<file path="src/nbp_consts.svh">
/*
 * Offsets, field positions, reset values and counts of the block protect and ECC map.
 * Assumes inclusion by bare name from design files; definitions only.
 */
`ifndef NBP_CONSTS_SVH
`define NBP_CONSTS_SVH

// Register byte offsets on the AHB-Lite bus
`define NBP_OFS_CTRL 8'h00
`define NBP_OFS_PROT 8'h04
`define NBP_OFS_STATUS 8'h08
`define NBP_OFS_IRQ_STAT 8'h0C
`define NBP_OFS_IRQ_MASK 8'h10
`define NBP_OFS_RANGE 8'h14
`define NBP_OFS_INFO 8'h18

// Control register fields and reset value
`define NBP_CTRL_ECC_EN 0
`define NBP_CTRL_RESET_VAL 32'h0000_0001
`define NBP_CTRL_ECC_RESET 1'b1

// Protect register fields
`define NBP_PROT_SIZE_LSB 0
`define NBP_PROT_LOW_END 4
`define NBP_PROT_RESET_VAL 5'h00

// Status register fields
`define NBP_ST_BUSY 0
`define NBP_ST_PFAIL 1
`define NBP_ST_EFAIL 2
`define NBP_ST_ECC_LSB 4
`define NBP_ST_BAD_BLOCK 6

// Interrupt status bits
`define NBP_IRQ_REJECT 0
`define NBP_IRQ_DONE 1
`define NBP_IRQ_UNCORR 2
`define NBP_IRQ_BAD 3
`define NBP_IRQ_W 4

// Array geometry
`define NBP_BLOCKS 11'h400
`define NBP_MIN_VALID 11'h3EC
`define NBP_ALL_CODE 4'hA
`define NBP_ECC_AREA_LO 12'h840
`define NBP_BBM_GOOD 8'hFF

// ECC status encodings
`define NBP_ECC_OK 2'h0
`define NBP_ECC_FOUR 2'h1
`define NBP_ECC_FAIL 2'h2
`define NBP_ECC_LIMIT 3'h4

// Link opcodes and frame lengths
`define NBP_OPC_PROG 8'h10
`define NBP_OPC_ERASE 8'hD8
`define NBP_OPC_READ 8'h13
`define NBP_OPC_RESET 8'hFF
`define NBP_FRAME_SHORT 5'h08
`define NBP_FRAME_LONG 5'h18

`endif

</file>
<file path="src/nbp_pkg.sv">
/*
 * Types shared by the block protect and ECC map.
 * Assumes the constants header for numeric values.
 */
package nbp_pkg;
	// Command decoded from one link frame
	typedef struct packed {
		logic [7:0] op;
		logic [15:0] page;
	} nbp_cmd_t;

	// Sequencer states
	typedef enum logic [1:0] {
		ST_IDLE = 2'b00,
		ST_GEN = 2'b01,
		ST_WAIT = 2'b10
	} nbp_state_t;

	// Array operation kinds
	typedef enum logic [1:0] {
		OP_READ = 2'b00,
		OP_PROG = 2'b01,
		OP_ERASE = 2'b10
	} nbp_op_t;
endpackage

</file>
<file path="src/nbp_prot_decode.sv">
/*
 * Decodes the protect size field and end selector into a block range.
 * Assumes stable register inputs; purely combinational.
 */
`timescale 1ns/1ns
`include "nbp_consts.svh"

module nbp_prot_decode (
	input wire logic [3:0] size,
	input wire logic low_end,
	output logic none,
	output logic [9:0] lo,
	output logic [9:0] hi
);
	// Number of protected blocks, 2^size
	logic [10:0] count;

	// Range decode
	always_comb
	begin
		count = 11'h001 << size[3:0];
		none = (size == 4'h0);
		lo = 10'h000;
		hi = 10'h3FF;
		if (size >= `NBP_ALL_CODE)
		begin
			// Whole array
			lo = 10'h000;
			hi = 10'h3FF;
		end
		else if (low_end)
		begin
			// Lowest blocks
			lo = 10'h000;
			hi = 10'(count - 11'h001);
		end
		else
		begin
			// Highest blocks
			lo = 10'(`NBP_BLOCKS - count);
			hi = 10'h3FF;
		end
	end
endmodule

</file>
<file path="src/nbp_link_rx.sv">
/*
 * Serial link receiver: samples clock, select and data pins on hclk and frames commands.
 * Assumes frames of 8 bits (opcode) or 24 bits (opcode, page address), MSB first.
 */
`timescale 1ns/1ns
`include "nbp_consts.svh"

module nbp_link_rx (
	input wire logic hclk,
	input wire logic hresetn,
	input wire logic sclk,
	input wire logic cs_n,
	input wire logic si,
	output nbp_pkg::nbp_cmd_t cmd,
	output logic cmd_valid
);
	// Synchroniser stages; bit 0 clock, 1 select, 2 data
	logic [2:0] s1_q, s2_q, s3_q;
	// Filtered pin levels
	logic [2:0] f_q, f_d;
	// Shift register and bit count
	logic [23:0] sh_q, sh_d;
	logic [4:0] cnt_q, cnt_d;
	// Output command
	nbp_pkg::nbp_cmd_t cmd_q, cmd_d;
	logic vld_q, vld_d;

	// Next state of the framer
	always_comb
	begin
		// A level counts once the second and third stage agree
		f_d = ((s2_q ~^ s3_q) & s3_q) | ((s2_q ^ s3_q) & f_q);
		sh_d = sh_q;
		cnt_d = cnt_q;
		cmd_d = cmd_q;
		vld_d = 1'b0;
		if (f_d[1])
		begin
			// Select high: frame ends here
			cnt_d = 5'h00;
			if (!f_q[1] && cnt_q == `NBP_FRAME_LONG)
			begin
				cmd_d.op = sh_q[23:16];
				cmd_d.page = sh_q[15:0];
				vld_d = 1'b1;
			end
			else if (!f_q[1] && cnt_q == `NBP_FRAME_SHORT)
			begin
				cmd_d.op = sh_q[7:0];
				cmd_d.page = 16'h0000;
				vld_d = 1'b1;
			end
		end
		else if (f_d[0] && !f_q[0] && cnt_q != 5'h1F)
		begin
			// Rising link clock edge shifts one bit
			sh_d = {sh_q[22:0], f_d[2]};
			cnt_d = cnt_q + 5'h01;
		end
	end

	// Registers
	always_ff @(posedge hclk or negedge hresetn)
	begin
		if (!hresetn)
		begin
			s1_q <= 3'h2;
			s2_q <= 3'h2;
			s3_q <= 3'h2;
			f_q <= 3'h2;
			sh_q <= 24'h00_0000;
			cnt_q <= 5'h00;
			cmd_q <= '0;
			vld_q <= 1'b0;
		end
		else
		begin
			s1_q <= {si, cs_n, sclk};
			s2_q <= s1_q;
			s3_q <= s2_q;
			f_q <= f_d;
			sh_q <= sh_d;
			cnt_q <= cnt_d;
			cmd_q <= cmd_d;
			vld_q <= vld_d;
		end
	end

	assign cmd = cmd_q;
	assign cmd_valid = vld_q;
endmodule

</file>
<file path="src/nbp_map.sv">
/*
 * Block protect and on-die ECC control of a serial NAND: AHB-Lite registers, link
 * command checking, array sequencing, ECC status and the power-on page load.
 * Assumes an array back end that answers arr_start with arr_done and ECC results.
 */
// The implementer's own choices: the address map and the AHB-Lite slave port.
`timescale 1ns/1ns
`include "nbp_consts.svh"

// Functional notes
// - Reserved status bits written zero have no effect
// - Protect field decodes to top or bottom range
// - Program or erase into protected range ignored
// - At least 1004 of 1024 blocks valid
// - Factory bad blocks marked non-FFh at byte 2048
// - Correction enabled after power-up
// - Program computes check codes before array write
// - Read corrects data in cache before output
// - Corrected read updates correction status
// - Writes to check-code bytes discarded with correction
// - Power-on loads block 0 page 0 corrected
// - Four sectors pair with four spare fields
// - Correction status codes 00, 01, 10
// - Protected program or erase sets fail bit
// - Correction status cleared by reset
module nbp_map #(
	parameter logic [10:0] MIN_VALID = `NBP_MIN_VALID
) (
	input wire logic hclk,
	input wire logic hresetn,
	input wire logic hsel,
	input wire logic [31:0] haddr,
	input wire logic [1:0] htrans,
	input wire logic hwrite,
	input wire logic [2:0] hsize,
	input wire logic [31:0] hwdata,
	input wire logic hready,
	output logic hreadyout,
	output logic hresp,
	output logic [31:0] hrdata,
	output logic irq,
	input wire logic sclk,
	input wire logic cs_n,
	input wire logic si,
	output logic arr_start,
	output logic [1:0] arr_op,
	output logic [15:0] arr_page,
	output logic arr_ecc,
	input wire logic arr_done,
	output logic ecc_gen_start,
	input wire logic ecc_gen_done,
	input wire logic [11:0] ecc_err_cnt,
	input wire logic [3:0] ecc_uncorr,
	input wire logic [7:0] bbm_byte,
	input wire logic cache_wr_req,
	input wire logic [11:0] cache_wr_addr,
	output logic cache_wr_en
);
	// Link command
	nbp_pkg::nbp_cmd_t cmd;
	logic cmd_valid;
	// Decoded protected range
	logic prot_none;
	logic [9:0] prot_lo, prot_hi;
	// Bus address phase capture
	logic wr_pend_q, wr_pend_d;
	logic [7:0] wr_addr_q, wr_addr_d;
	logic [31:0] rdata_q, rdata_d;
	// Software registers
	logic ecc_en_q, ecc_en_d;
	logic [4:0] prot_q, prot_d;
	logic [`NBP_IRQ_W-1:0] ist_q, ist_d, imask_q, imask_d;
	logic irq_q, irq_d;
	// Device status
	logic pfail_q, pfail_d, efail_q, efail_d, bad_q, bad_d;
	logic [1:0] ecc_st_q, ecc_st_d;
	// Sequencer
	nbp_pkg::nbp_state_t st_q, st_d;
	nbp_pkg::nbp_op_t op_q, op_d;
	logic [15:0] page_q, page_d;
	logic por_q, por_d;
	logic start_q, start_d, gen_q, gen_d, ecc_op_q, ecc_op_d;
	// Cache write gate
	logic cwe_q, cwe_d;
	// Events raised this cycle
	logic [`NBP_IRQ_W-1:0] ev;
	logic [`NBP_IRQ_W-1:0] clr;
	logic wr_hit;

	// Summary of per-sector results; each sector covers its spare field too
	function automatic logic [1:0] ecc_code(input logic [11:0] cnt, input logic [3:0] unc);
		logic [1:0] code;
		code = `NBP_ECC_OK;
		for (int i = 0; i < 4; i++)
		begin
			if (cnt[i*3 +: 3] == `NBP_ECC_LIMIT && code == `NBP_ECC_OK)
				code = `NBP_ECC_FOUR;
		end
		if (unc != 4'h0)
			code = `NBP_ECC_FAIL;
		return code;
	endfunction

	// Register read mux
	function automatic logic [31:0] rd_mux(input logic [7:0] a);
		logic [31:0] v;
		v = 32'h0000_0000;
		case (a)
			`NBP_OFS_CTRL: v[`NBP_CTRL_ECC_EN] = ecc_en_q;
			`NBP_OFS_PROT: v[4:0] = prot_q;
			`NBP_OFS_STATUS:
			begin
				v[`NBP_ST_BUSY] = (st_q != nbp_pkg::ST_IDLE) || por_q;
				v[`NBP_ST_PFAIL] = pfail_q;
				v[`NBP_ST_EFAIL] = efail_q;
				v[`NBP_ST_ECC_LSB +: 2] = ecc_st_q;
				v[`NBP_ST_BAD_BLOCK] = bad_q;
			end
			`NBP_OFS_IRQ_STAT: v[`NBP_IRQ_W-1:0] = ist_q;
			`NBP_OFS_IRQ_MASK: v[`NBP_IRQ_W-1:0] = imask_q;
			`NBP_OFS_RANGE: v = {6'h00, prot_hi, 5'h00, prot_none, prot_lo};
			`NBP_OFS_INFO: v = {5'h00, `NBP_BLOCKS, 5'h00, MIN_VALID};
			default: v = 32'h0000_0000;
		endcase
		return v;
	endfunction

	// Link receiver
	nbp_link_rx u_rx (
		.hclk(hclk),
		.hresetn(hresetn),
		.sclk(sclk),
		.cs_n(cs_n),
		.si(si),
		.cmd(cmd),
		.cmd_valid(cmd_valid)
	);

	// Protect range decoder
	nbp_prot_decode u_dec (
		.size(prot_q[3:0]),
		.low_end(prot_q[`NBP_PROT_LOW_END]),
		.none(prot_none),
		.lo(prot_lo),
		.hi(prot_hi)
	);

	// Next values of bus, registers and sequencer
	always_comb
	begin
		wr_pend_d = 1'b0;
		wr_addr_d = wr_addr_q;
		rdata_d = rdata_q;
		ecc_en_d = ecc_en_q;
		prot_d = prot_q;
		imask_d = imask_q;
		pfail_d = pfail_q;
		efail_d = efail_q;
		bad_d = bad_q;
		ecc_st_d = ecc_st_q;
		st_d = st_q;
		op_d = op_q;
		page_d = page_q;
		por_d = por_q;
		start_d = 1'b0;
		gen_d = 1'b0;
		ecc_op_d = ecc_op_q;
		ev = '0;
		clr = '0;
		// Address phase: reads answer with zero wait, writes land next cycle
		if (hsel && hready && htrans[1])
		begin
			wr_pend_d = hwrite;
			wr_addr_d = haddr[7:0];
			if (!hwrite)
				rdata_d = rd_mux(haddr[7:0]);
		end
		// Data phase of a write
		wr_hit = wr_pend_q;
		if (wr_hit)
		begin
			case (wr_addr_q)
				`NBP_OFS_CTRL: ecc_en_d = hwdata[`NBP_CTRL_ECC_EN];
				// Only field bits stored; reserved bits have no effect
				`NBP_OFS_PROT: prot_d = hwdata[4:0];
				`NBP_OFS_IRQ_STAT: clr = hwdata[`NBP_IRQ_W-1:0];
				`NBP_OFS_IRQ_MASK: imask_d = hwdata[`NBP_IRQ_W-1:0];
				default: ;
			endcase
		end
		// Sequencer
		case (st_q)
			nbp_pkg::ST_IDLE:
			begin
				if (por_q)
				begin
					// Boot load of block 0 page 0 with correction
					op_d = nbp_pkg::OP_READ;
					page_d = 16'h0000;
					ecc_op_d = ecc_en_q;
					start_d = 1'b1;
					por_d = 1'b0;
					st_d = nbp_pkg::ST_WAIT;
				end
				else if (cmd_valid)
				begin
					case (cmd.op)
						`NBP_OPC_PROG, `NBP_OPC_ERASE:
						begin
							// Range check before any internal cycle
							if (!prot_none && cmd.page[15:6] >= prot_lo && cmd.page[15:6] <= prot_hi)
							begin
								// Refused: array left untouched
								pfail_d = pfail_q | (cmd.op == `NBP_OPC_PROG);
								efail_d = efail_q | (cmd.op == `NBP_OPC_ERASE);
								ev[`NBP_IRQ_REJECT] = 1'b1;
							end
							else if (cmd.op == `NBP_OPC_PROG)
							begin
								pfail_d = 1'b0;
								efail_d = 1'b0;
								op_d = nbp_pkg::OP_PROG;
								page_d = cmd.page;
								ecc_op_d = ecc_en_q;
								if (ecc_en_q)
								begin
									// Encode cache contents first
									gen_d = 1'b1;
									st_d = nbp_pkg::ST_GEN;
								end
								else
								begin
									start_d = 1'b1;
									st_d = nbp_pkg::ST_WAIT;
								end
							end
							else
							begin
								pfail_d = 1'b0;
								efail_d = 1'b0;
								op_d = nbp_pkg::OP_ERASE;
								page_d = cmd.page;
								ecc_op_d = 1'b0;
								start_d = 1'b1;
								st_d = nbp_pkg::ST_WAIT;
							end
						end
						`NBP_OPC_READ:
						begin
							op_d = nbp_pkg::OP_READ;
							page_d = cmd.page;
							ecc_op_d = ecc_en_q;
							start_d = 1'b1;
							st_d = nbp_pkg::ST_WAIT;
						end
						`NBP_OPC_RESET:
						begin
							// Reset command clears correction and fail status, bad-block bit kept; correction enable kept
							ecc_st_d = `NBP_ECC_OK;
							pfail_d = 1'b0;
							efail_d = 1'b0;
						end
						default: ;
					endcase
				end
			end
			nbp_pkg::ST_GEN:
			begin
				// Array write starts only after check codes exist
				if (ecc_gen_done)
				begin
					start_d = 1'b1;
					st_d = nbp_pkg::ST_WAIT;
				end
			end
			nbp_pkg::ST_WAIT:
			begin
				if (arr_done)
				begin
					ev[`NBP_IRQ_DONE] = 1'b1;
					if (op_q == nbp_pkg::OP_READ)
					begin
						if (ecc_op_q)
						begin
							ecc_st_d = ecc_code(ecc_err_cnt, ecc_uncorr);
							ev[`NBP_IRQ_UNCORR] = (ecc_uncorr != 4'h0);
						end
						// First page of a block carries the bad-block mark
						if (page_q[5:0] == 6'h00)
						begin
							bad_d = (bbm_byte != `NBP_BBM_GOOD);
							ev[`NBP_IRQ_BAD] = (bbm_byte != `NBP_BBM_GOOD);
						end
					end
					st_d = nbp_pkg::ST_IDLE;
				end
			end
			default: st_d = nbp_pkg::ST_IDLE;
		endcase
		// Sticky events: set wins over write-one-clear
		ist_d = (ist_q & ~clr) | ev;
		irq_d = |(ist_d & imask_d);
		// Check-code bytes are write-protected while correction is on
		cwe_d = cache_wr_req && !(ecc_en_q && cache_wr_addr >= `NBP_ECC_AREA_LO);
	end

	// Registers
	always_ff @(posedge hclk or negedge hresetn)
	begin
		if (!hresetn)
		begin
			wr_pend_q <= 1'b0;
			wr_addr_q <= 8'h00;
			rdata_q <= 32'h0000_0000;
			ecc_en_q <= `NBP_CTRL_ECC_RESET;
			prot_q <= `NBP_PROT_RESET_VAL;
			ist_q <= '0;
			imask_q <= '0;
			irq_q <= 1'b0;
			pfail_q <= 1'b0;
			efail_q <= 1'b0;
			bad_q <= 1'b0;
			ecc_st_q <= `NBP_ECC_OK;
			st_q <= nbp_pkg::ST_IDLE;
			op_q <= nbp_pkg::OP_READ;
			page_q <= 16'h0000;
			por_q <= 1'b1;
			start_q <= 1'b0;
			gen_q <= 1'b0;
			ecc_op_q <= 1'b0;
			cwe_q <= 1'b0;
		end
		else
		begin
			wr_pend_q <= wr_pend_d;
			wr_addr_q <= wr_addr_d;
			rdata_q <= rdata_d;
			ecc_en_q <= ecc_en_d;
			prot_q <= prot_d;
			ist_q <= ist_d;
			imask_q <= imask_d;
			irq_q <= irq_d;
			pfail_q <= pfail_d;
			efail_q <= efail_d;
			bad_q <= bad_d;
			ecc_st_q <= ecc_st_d;
			st_q <= st_d;
			op_q <= op_d;
			page_q <= page_d;
			por_q <= por_d;
			start_q <= start_d;
			gen_q <= gen_d;
			ecc_op_q <= ecc_op_d;
			cwe_q <= cwe_d;
		end
	end

	// Outputs straight from flip-flops, hreadyout and hresp tied off; slave never waits or errors
	assign hreadyout = 1'b1;
	assign hresp = 1'b0;
	assign hrdata = rdata_q;
	assign irq = irq_q;
	assign arr_start = start_q;
	assign arr_op = op_q;
	assign arr_page = page_q;
	assign arr_ecc = ecc_op_q;
	assign ecc_gen_start = gen_q;
	assign cache_wr_en = cwe_q;
endmodule

</file>
<file path="config.mk">
export PLATFORM = sky130hd
export DESIGN_NAME = nbp_map
export DESIGN_NICKNAME = d
export VERILOG_FILES = /design/src/nbp_pkg.sv /design/src/nbp_prot_decode.sv /design/src/nbp_link_rx.sv /design/src/nbp_map.sv
export VERILOG_INCLUDE_DIRS = /design/src /design/src/src
export SDC_FILE = /design/constraint.sdc
export NUM_CORES = 1
export LEC_CHECK = 0
export BUFFER_PORTS_ARGS = -buffer_cell sky130_fd_sc_hd__buf_2
export CORE_ASPECT_RATIO = 0.75
export CORE_MARGIN = 1
export CORE_UTILIZATION = 59
export DETAILED_ROUTE_END_ITERATION = 16
export GPL_TIMING_DRIVEN = 0
export PLACE_DENSITY = 0.86
export SLEW_MARGIN = 20
export SYNTH_ARGS = -nofsm -noshare
export SYNTH_HDL_FRONTEND = slang
export SYNTH_HIERARCHICAL = 1
export SYNTH_SLANG_ARGS = --single-unit
</file>
<file path="constraint.sdc">
create_clock -name hclk -period 6.7 [get_ports hclk]
set_input_delay 1.34 -clock hclk [delete_from_list [all_inputs] [get_ports hclk]]
set_output_delay 1.34 -clock hclk [all_outputs]
set_load 0.005 [all_outputs]
</file>
==> metrics, run 1 <==
status=complete, no violations; Crit Path Category=flip-flop to flip-flop; setup ws final=between 2000 and 2500 ps; final hold slack=approximately 350 ps; post-synth cell types=75; Worst slew margin=38.4%; fillers=848; Final ANT Viol Nets=0; wire per inst=about 19 um; Initial Utilization=61.0%; FP Rows=35; Final min period=4660 ps; die span in x=133 um; clock latency at the later pin of the worst-skew pair=430 ps; Synth Warn #=6; Bufs on Longest Clock Path=2; reg-to-reg startpoint=prot_q[0]; share of async-settable or async-resettable flops after synthesis=100%; Area Overhead vs Synth=18.5%; Mapped Cells=733; first-pass GRT wire length=approximately 31000 um; DP Area=8340 um^2; vias in the first global route=a little under 6000; vias=between 6000 and 7000; CTS Sinks=142; met2 track demand over resource=44.7%; dpl cells=1008; Arrival @ worst endpoint=approximately 5000 ps; Num CTS Buffers=17; WHS Path Cells=0; Post-synth EDFFs=0; min-delay worst type=flip-flop to flip-flop; global routing's busiest layer=met2; max cap viols=0; Worst Tran Pin Value=918 ps; Cell Chain, Critical Path=nor4_2 -> inv_2 -> ha_1 -> xor2_1 -> nor2_1 -> a2111o_1 -> inv_1 -> ha_1 -> nand4_1 -> a211oi_1 -> a2111oi_4 -> nor2_1 -> clkbuf_1 -> o21ai_0 -> o311ai_0; antenna diode count=0; initial antenna violation count=0; CP peak stage delay=roughly 650 ps; Final nets=1004; Avg Vias per Cell=6.02; most common cell in the netlist=dfrtp_1; IO Port Bufs=98; Pleak=4.59 nW; RSZ-0062 raised after global routing=no; layout cell share with drive strength beyond 1=27.3%; synthesis-stage register bit count=roughly 140; hold buffer count at CTS=0; Worst Skew=approximately 9.8 ps; CTS resizes=0; pre-CTS WS=2360 ps; clock-pin slew on the worst setup and hold paths=60 ps; Final Cell Area=8960 um^2; area of the die=13300 um^2; CP max stage cell=nor4_2; met1 Track Usage GR=42.6%; Root Driver=clkbuf_16; hold worst-path end=u_rx/s2_q[2]; area leader, netlist=dfrtp_1; met3 track demand over resource=about a tenth; core box area=around 12000 um^2; syn_area_per_cell=10.3 um^2; reg2reg setup slack=2040 ps; CP endpoint kind=flip-flop; largest net degree at the start of global routing=93; top cell type's share of synthesized area=45.0%; WP buf/inv=3; Boundary Pins=~170; Placer Congestion=roughly 0.93; Die Height=about 100 um; Worst R2R End=arr_page[0]; maximum vdd drop=0.190 mV; DR pass1 iterations=5; Finish-stage setup viols=0; Routed WL=between 15000 and 20000 um; Tcrit/Tclk final=69.5%; Seq/Total Area, Yosys=47.1%; fin. max-slew vios=0; Final TNS setup=0 ps; Hold Fails Final Rpt=0; Top Family by Delay on Critical Path=simple AND/OR/NAND/NOR gates; Post-CTS Setup Bufs=0; CTS tree=built; H-tree depth=4; GR Overflow Total=0; Iter 0 DRT Violations=between 700 and 800; Reg2Reg Depth=15; Synth Cell Area=7560 um^2; DRC viols=0; Synth area leaders=dfrtp_1, mux2_2, nand2_1; pwr dens=between 200 and 250 nW/um^2; Total GRT Usage=between 30% and 40%; Hold Startpoint=u_rx/s1_q[2]; CP startpoint kind=flip-flop; hpwl dp=13500 um; fmax=0.215 GHz; CP max FO=10; Final Non-Filler Cells=1040; Post-synth top cells=dfrtp_1, nand2_1, inv_1; Critical Path RT=6990 ps; Top FF cell, synth=dfrtp_1
[layout by cell type (no fill, tap or decap), types with 4 or more instances in the layout]
cell / synthesis / layout
a211oi_1: 5 / 5
a21o_1: 9 / 9
a21oi_1: 18 / 18
a22oi_1: 5 / 5
and2_1: 4 / 4
and3_1: 5 / 5
buf_2: 5 / 102
buf_4: 13 / 13
clkbuf_1: 23 / 23
clkbuf_16: 0 / 17
clkinvlp_4: 0 / 4
conb_1: 2 / 12
dfrtp_1: 136 / 136
dfstp_2: 6 / 6
ha_1: 27 / 27
inv_1: 56 / 56
inv_6: 0 / 5
mux2_2: 39 / 39
mux2_4: 20 / 20
mux2i_1: 20 / 20
nand2_1: 93 / 93
nand2b_1: 7 / 7
nand3_1: 19 / 19
nand4_1: 10 / 10
nor2_1: 35 / 35
nor2b_1: 6 / 6
nor3_1: 11 / 11
nor3b_1: 16 / 16
nor4_1: 6 / 6
o211ai_1: 4 / 4
o21ai_0: 40 / 40
o311ai_0: 8 / 8
o31ai_1: 12 / 12
or3_1: 4 / 4
or4_1: 4 / 4
or4b_1: 8 / 8
[per-layer routing]
layer / wire length (um) / vias to the layer above
li1: - / 2844
met1: 8390 / 2974
met2: 8300 / 388
met3: 2210 / 59
met4: 428 / 0
met5: 0 / -
[stage by stage]
| step | power [mW] | utilization, % |
|---|---|---|
| global placement | 1.15 | 67.0 |
| finish | 2.16 | 72.3 |
| floorplan | 1.08 | - |
| CTS | 2.17 | 72.3 |
| detailed placement | 1.16 | 67.3 |
| global route | 2.24 | 72.3 |
[flip-flops by register name, summed over array words and instances, names as in the netlist, 4 cells and up]
register    cells
u_rx/cmd       24
u_rx/sh_q      24
hrdata         22
arr_page       16
wr_addr_q       8
prot_q          5
u_rx/cnt_q      5
imask_q         4
ist_q           4
[area by class of cell]
cell class | count | area [um^2] | area share (%)
Buffer | 47 | 287 | 3.20
Tap cell | 166 | 208 | 2.32
Multi-Input combinational cell | 497 | 3540 | 39.5
Timing Repair Buffer | 99 | 528 | 5.89
Inverter | 57 | 214 | 2.39
Clock inverter | 13 | 175 | 1.95
Clock buffer | 19 | 453 | 5.05
Sequential cell | 142 | 3560 | 39.7
[how the worst max path moves through the flow]
stage / start / to / cells past startpoint
6_report: prot_q[0] / arr_page[0] / 15
5_1_grt: prot_q[0] / arr_page[10] / 15
4_1_cts: prot_q[0] / arr_page[0] / 15
3_5_place_dp: prot_q[1] / arr_page[15] / 16
3_3_place_gp: hresetn / hrdata[21] / 1
2_1_floorplan: prot_q[1] / arr_page[14] / 16
[power by group]
| part | switching, mW | internal, mW | leakage, nW |
|---|---|---|---|
| registers | 0.0426 | 0.901 | 1.90 |
| clock network | 0.394 | 0.614 | 0.296 |
| logic | 0.108 | 0.104 | 2.39 |
[kinds of logic after synthesis]
kind of cell | share of synthesized area [%]
adders and majority gates | 4.47
AOI/OAI and AO/OA | 11.9
and+or+nand+nor | 17.2
muxes | 12.4
other | 0.0993
buffers and inverters | 6.62
xor gates and xnor gates | 0.232
DFF | 47.1
Note: power is estimated with default switching activity, not from simulation.
==> run 2: changes to the inputs <==
--- a/config.mk
+++ b/config.mk
@@ -6,13 +6,14 @@
 export SDC_FILE = /design/constraint.sdc
 export NUM_CORES = 1
 export LEC_CHECK = 0
+export ABC_AREA = 1
 export BUFFER_PORTS_ARGS = -buffer_cell sky130_fd_sc_hd__buf_2
 export CORE_ASPECT_RATIO = 0.75
 export CORE_MARGIN = 1
-export CORE_UTILIZATION = 59
+export CORE_UTILIZATION = 54
 export DETAILED_ROUTE_END_ITERATION = 16
 export GPL_TIMING_DRIVEN = 0
-export PLACE_DENSITY = 0.86
+export PLACE_DENSITY = 0.8
 export SLEW_MARGIN = 20
 export SYNTH_ARGS = -nofsm -noshare
 export SYNTH_HDL_FRONTEND = slang
==> constraint.sdc (replaced) <==
create_clock -name hclk -period 4.3 [get_ports hclk]
set_input_delay 0.86 -clock hclk [delete_from_list [all_inputs] [get_ports hclk]]
set_output_delay 0.86 -clock hclk [all_outputs]
set_load 0.005 [all_outputs]
==> run 2 against run 1 <==
Largest power group unchanged. Critical path depth up 4. Fmax increased by 50%. Clock skew decreased by 1.7 ps. Total power increased by 53%.
==> metrics, run 2 <==
status=complete, no violations (unchanged); Worst Skew=8.09 ps (was 9.79 ps); Synth Cell Area=7330 um^2 (was 7560 um^2); Final min period=3110 ps (was 4660 ps); FP Rows=36 (was 35); CTS tree=built (unchanged); reg2reg setup slack=1190 ps (was 2040 ps); vias in the first global route=5596 (was 5894); most common cell in the netlist=nand2_1 (was dfrtp_1); Post-CTS Setup Bufs=0 (unchanged); GR Overflow Total=0 (unchanged); post-synth cell types=51 (was 75); antenna diode count=0 (unchanged); Final ANT Viol Nets=0 (unchanged); Arrival @ worst endpoint=3420 ps (was 4950 ps); clock-pin slew on the worst setup and hold paths=60 ps (about the same); CP max FO=10 (unchanged); CP startpoint kind=flip-flop (unchanged); DR pass1 iterations=5 (unchanged); DRC viols=0 (unchanged); hpwl dp=12700 um (was 13500 um); Synth Warn #=6 (unchanged); Avg Vias per Cell=5.21 (was 6.02); post-synthesis adder-cell area fraction=4.61% (was 4.47%); Die Height=103 um (was 100 um); Tcrit/Tclk final=72.4% (was 69.5%); mux contribution to synthesized area=0% (was 12.4%); Worst Tran Pin Value=668 ps (was 918 ps); clock latency at the later pin of the worst-skew pair=420 ps (was 430 ps); Routed WL=17500 um (was 19300 um); final total power=3.31 mW (was 2.16 mW); syn_area_per_cell=8.51 um^2 (was 10.3 um^2); main combinational cell family by area after synthesis=simple AND/OR/NAND/NOR gates (unchanged); Initial Utilization=55.9% (was 61.0%); hold buffer count at CTS=0 (unchanged); Seq/Total Area, Yosys=48.6% (was 47.1%); Boundary Pins=173 (unchanged); fin. max-slew vios=0 (unchanged); maximum vdd drop=0.323 mV (was 0.190 mV); Area Overhead vs Synth=19.1% (was 18.5%); vias=6117 (was 6265); H-tree depth=4 (unchanged); initial antenna violation count=0 (unchanged); area of the die=14100 um^2 (was 13300 um^2); hold worst-path end=u_rx/s2_q[0] (was u_rx/s2_q[2]); max cap viols=0 (unchanged); Post-Synth Simple-Gate Area=24.0% (was 17.2%); layout cell share with drive strength beyond 1=23.5% (was 27.3%); IO Port Bufs=99 (was 98); Pleak=4.53 nW (was 4.59 nW); Worst slew margin=55.1% (was 38.4%); Num CTS Buffers=17 (unchanged); Worst R2R End=arr_op[0] (was arr_page[0]); fmax=0.321 GHz (was 0.215 GHz); CTS Sinks=142 (unchanged); Post-synth EDFFs=0 (unchanged); Crit Path Category=flip-flop to flip-flop (unchanged); core box area=13100 um^2 (was 12400 um^2); reg-to-reg startpoint=prot_q[2] (was prot_q[0]); Reg2Reg Depth=19 (was 15); commonest non-fill, non-tap cells in the layout=nand2_1, dfrtp_1, inv_1 (was dfrtp_1, buf_2, nand2_1); Iter 0 DRT Violations=483 (was 738); largest net degree at the start of global routing=73 (was 93); min-delay worst type=flip-flop to flip-flop (unchanged); Mapped Cells=862 (was 733); Post-synth top cells=nand2_1, dfrtp_1, inv_1 (was dfrtp_1, nand2_1, inv_1); top cell type's share of synthesized area=46.4% (was 45.0%); Critical Path RT=4610 ps (was 6990 ps); CP endpoint kind=flip-flop (unchanged); xor and xnor area share after synthesis=0.119% (was 0.232%); Top FF cell, synth=dfrtp_1 (unchanged); synthesis-stage register bit count=142 (unchanged); RSZ-0062 raised after global routing=no (unchanged); WHS Path Cells=0 (unchanged); wire per inst=14.9 um (was 18.6 um); share of async-settable or async-resettable flops after synthesis=100% (unchanged); Hold Startpoint=u_rx/s1_q[0] (was u_rx/s1_q[2]); most common cell after layout, fill and taps aside=nand2_1 (was dfrtp_1); compound-cell area share of the yosys netlist=12.3% (was 11.9%); Bufs on Longest Clock Path=2 (unchanged); Final nets=1134 (was 1004); die span in x=137 um (was 133 um); CTS resizes=0 (unchanged); Placer Congestion=0.898 (was 0.931); Final TNS setup=0 ps (unchanged); first-pass GRT wire length=28300 um (was 30800 um); pwr dens=379 nW/um^2 (was 241 nW/um^2); Hold Fails Final Rpt=0 (unchanged); Synth area leaders=dfrtp_1, nand2_1, inv_1 (was dfrtp_1, mux2_2, nand2_1); Total GRT Usage=26.9% (was 30.7%); Util after Layout=66.6% (was 72.3%); Root Driver=clkbuf_16 (unchanged); area leader, netlist=dfrtp_1 (unchanged); Finish-stage setup viols=0 (unchanged)
[run 2: worst max-delay path, stage by stage (launching register included)]
cell	delay, ps
dfrtp_1	500
nor2_2	230
nand2_1	130
ha_1	250
nand4_1	120
nand2_1	80
nand2_1	60
inv_1	70
ha_1	280
nand2_1	50
nor2_1	160
nand3_1	90
nand3_1	90
nand2_1	100
nand3_1	170
nand3_2	140
buf_6	190
buf_6	150
nand2_1	80
o21ai_2	50
[run 2: cell families (layout without fill, tap and decap cells)]
kind of cell	Yosys count	in the layout
DFF	142	142
adders and majority gates	27	27
AOI/OAI and AO/OA	147	147
buffers and inverters	156	288
other	2	12
and+or+nand+nor	387	387
xor gates and xnor gates	1	1
[run 2: cell type report]
type / count / area [um^2]
fillers: 1038 / 4370
flip-flops and latches: 142 / 3560
multi-input cells: 574 / 3060
repair buffers: 100 / 533
inverters: 119 / 453
clock buffers: 18 / 439
plain buffers: 37 / 297
well taps: 171 / 214
clock inverters: 14 / 179
[run 2: worst max-delay path by stage]
stage                              end  slack (ps)  startpoint  depth (start not counted)
after floorplan                arr_ecc        1740   prot_q[3]                         20
after global placement    wr_addr_q[7]         370     hresetn                          1
after detailed placement     arr_op[0]        1270   prot_q[2]                         19
after CTS                    arr_op[0]        1230   prot_q[2]                         19
after global routing      arr_page[14]         940   prot_q[2]                         19
final                        arr_op[0]        1190   prot_q[2]                         19
[run 2: per-layer routing]
metal | vias up | share of wire (%) | global-route usage, %
li1 | 3025 | - | -
met1 | 2838 | 48 | 39.8
met2 | 233 | 43 | 38.5
met3 | 21 | 7.4 | 5.75
met4 | 0 | 1.6 | 10.9
met5 | - | 0 | 0
[run 2: power breakdown]
| part | total (mW) | leakage [nW] | internal (mW) | switching (mW) |
|---|---|---|---|---|
| registers | 1.47 | 1.85 | 1.41 | 0.0586 |
| clock network | 1.54 | 0.294 | 0.937 | 0.602 |
| logic | 0.304 | 2.39 | 0.108 | 0.196 |
[run 2: through the flow]
stage / worst slack (ps) / cell area, um^2 / hold slack, ps / cells
global route: 940 / 8730 / 361 / 1175
global placement: 375 / 8080 / 333 / 1142
detailed placement: 1270 / 8120 / 335 / 1143
CTS: 1230 / 8730 / 349 / 1175
floorplan: 1740 / 7370 / 331 / 872
finish: 1190 / 8730 / 348 / 1175
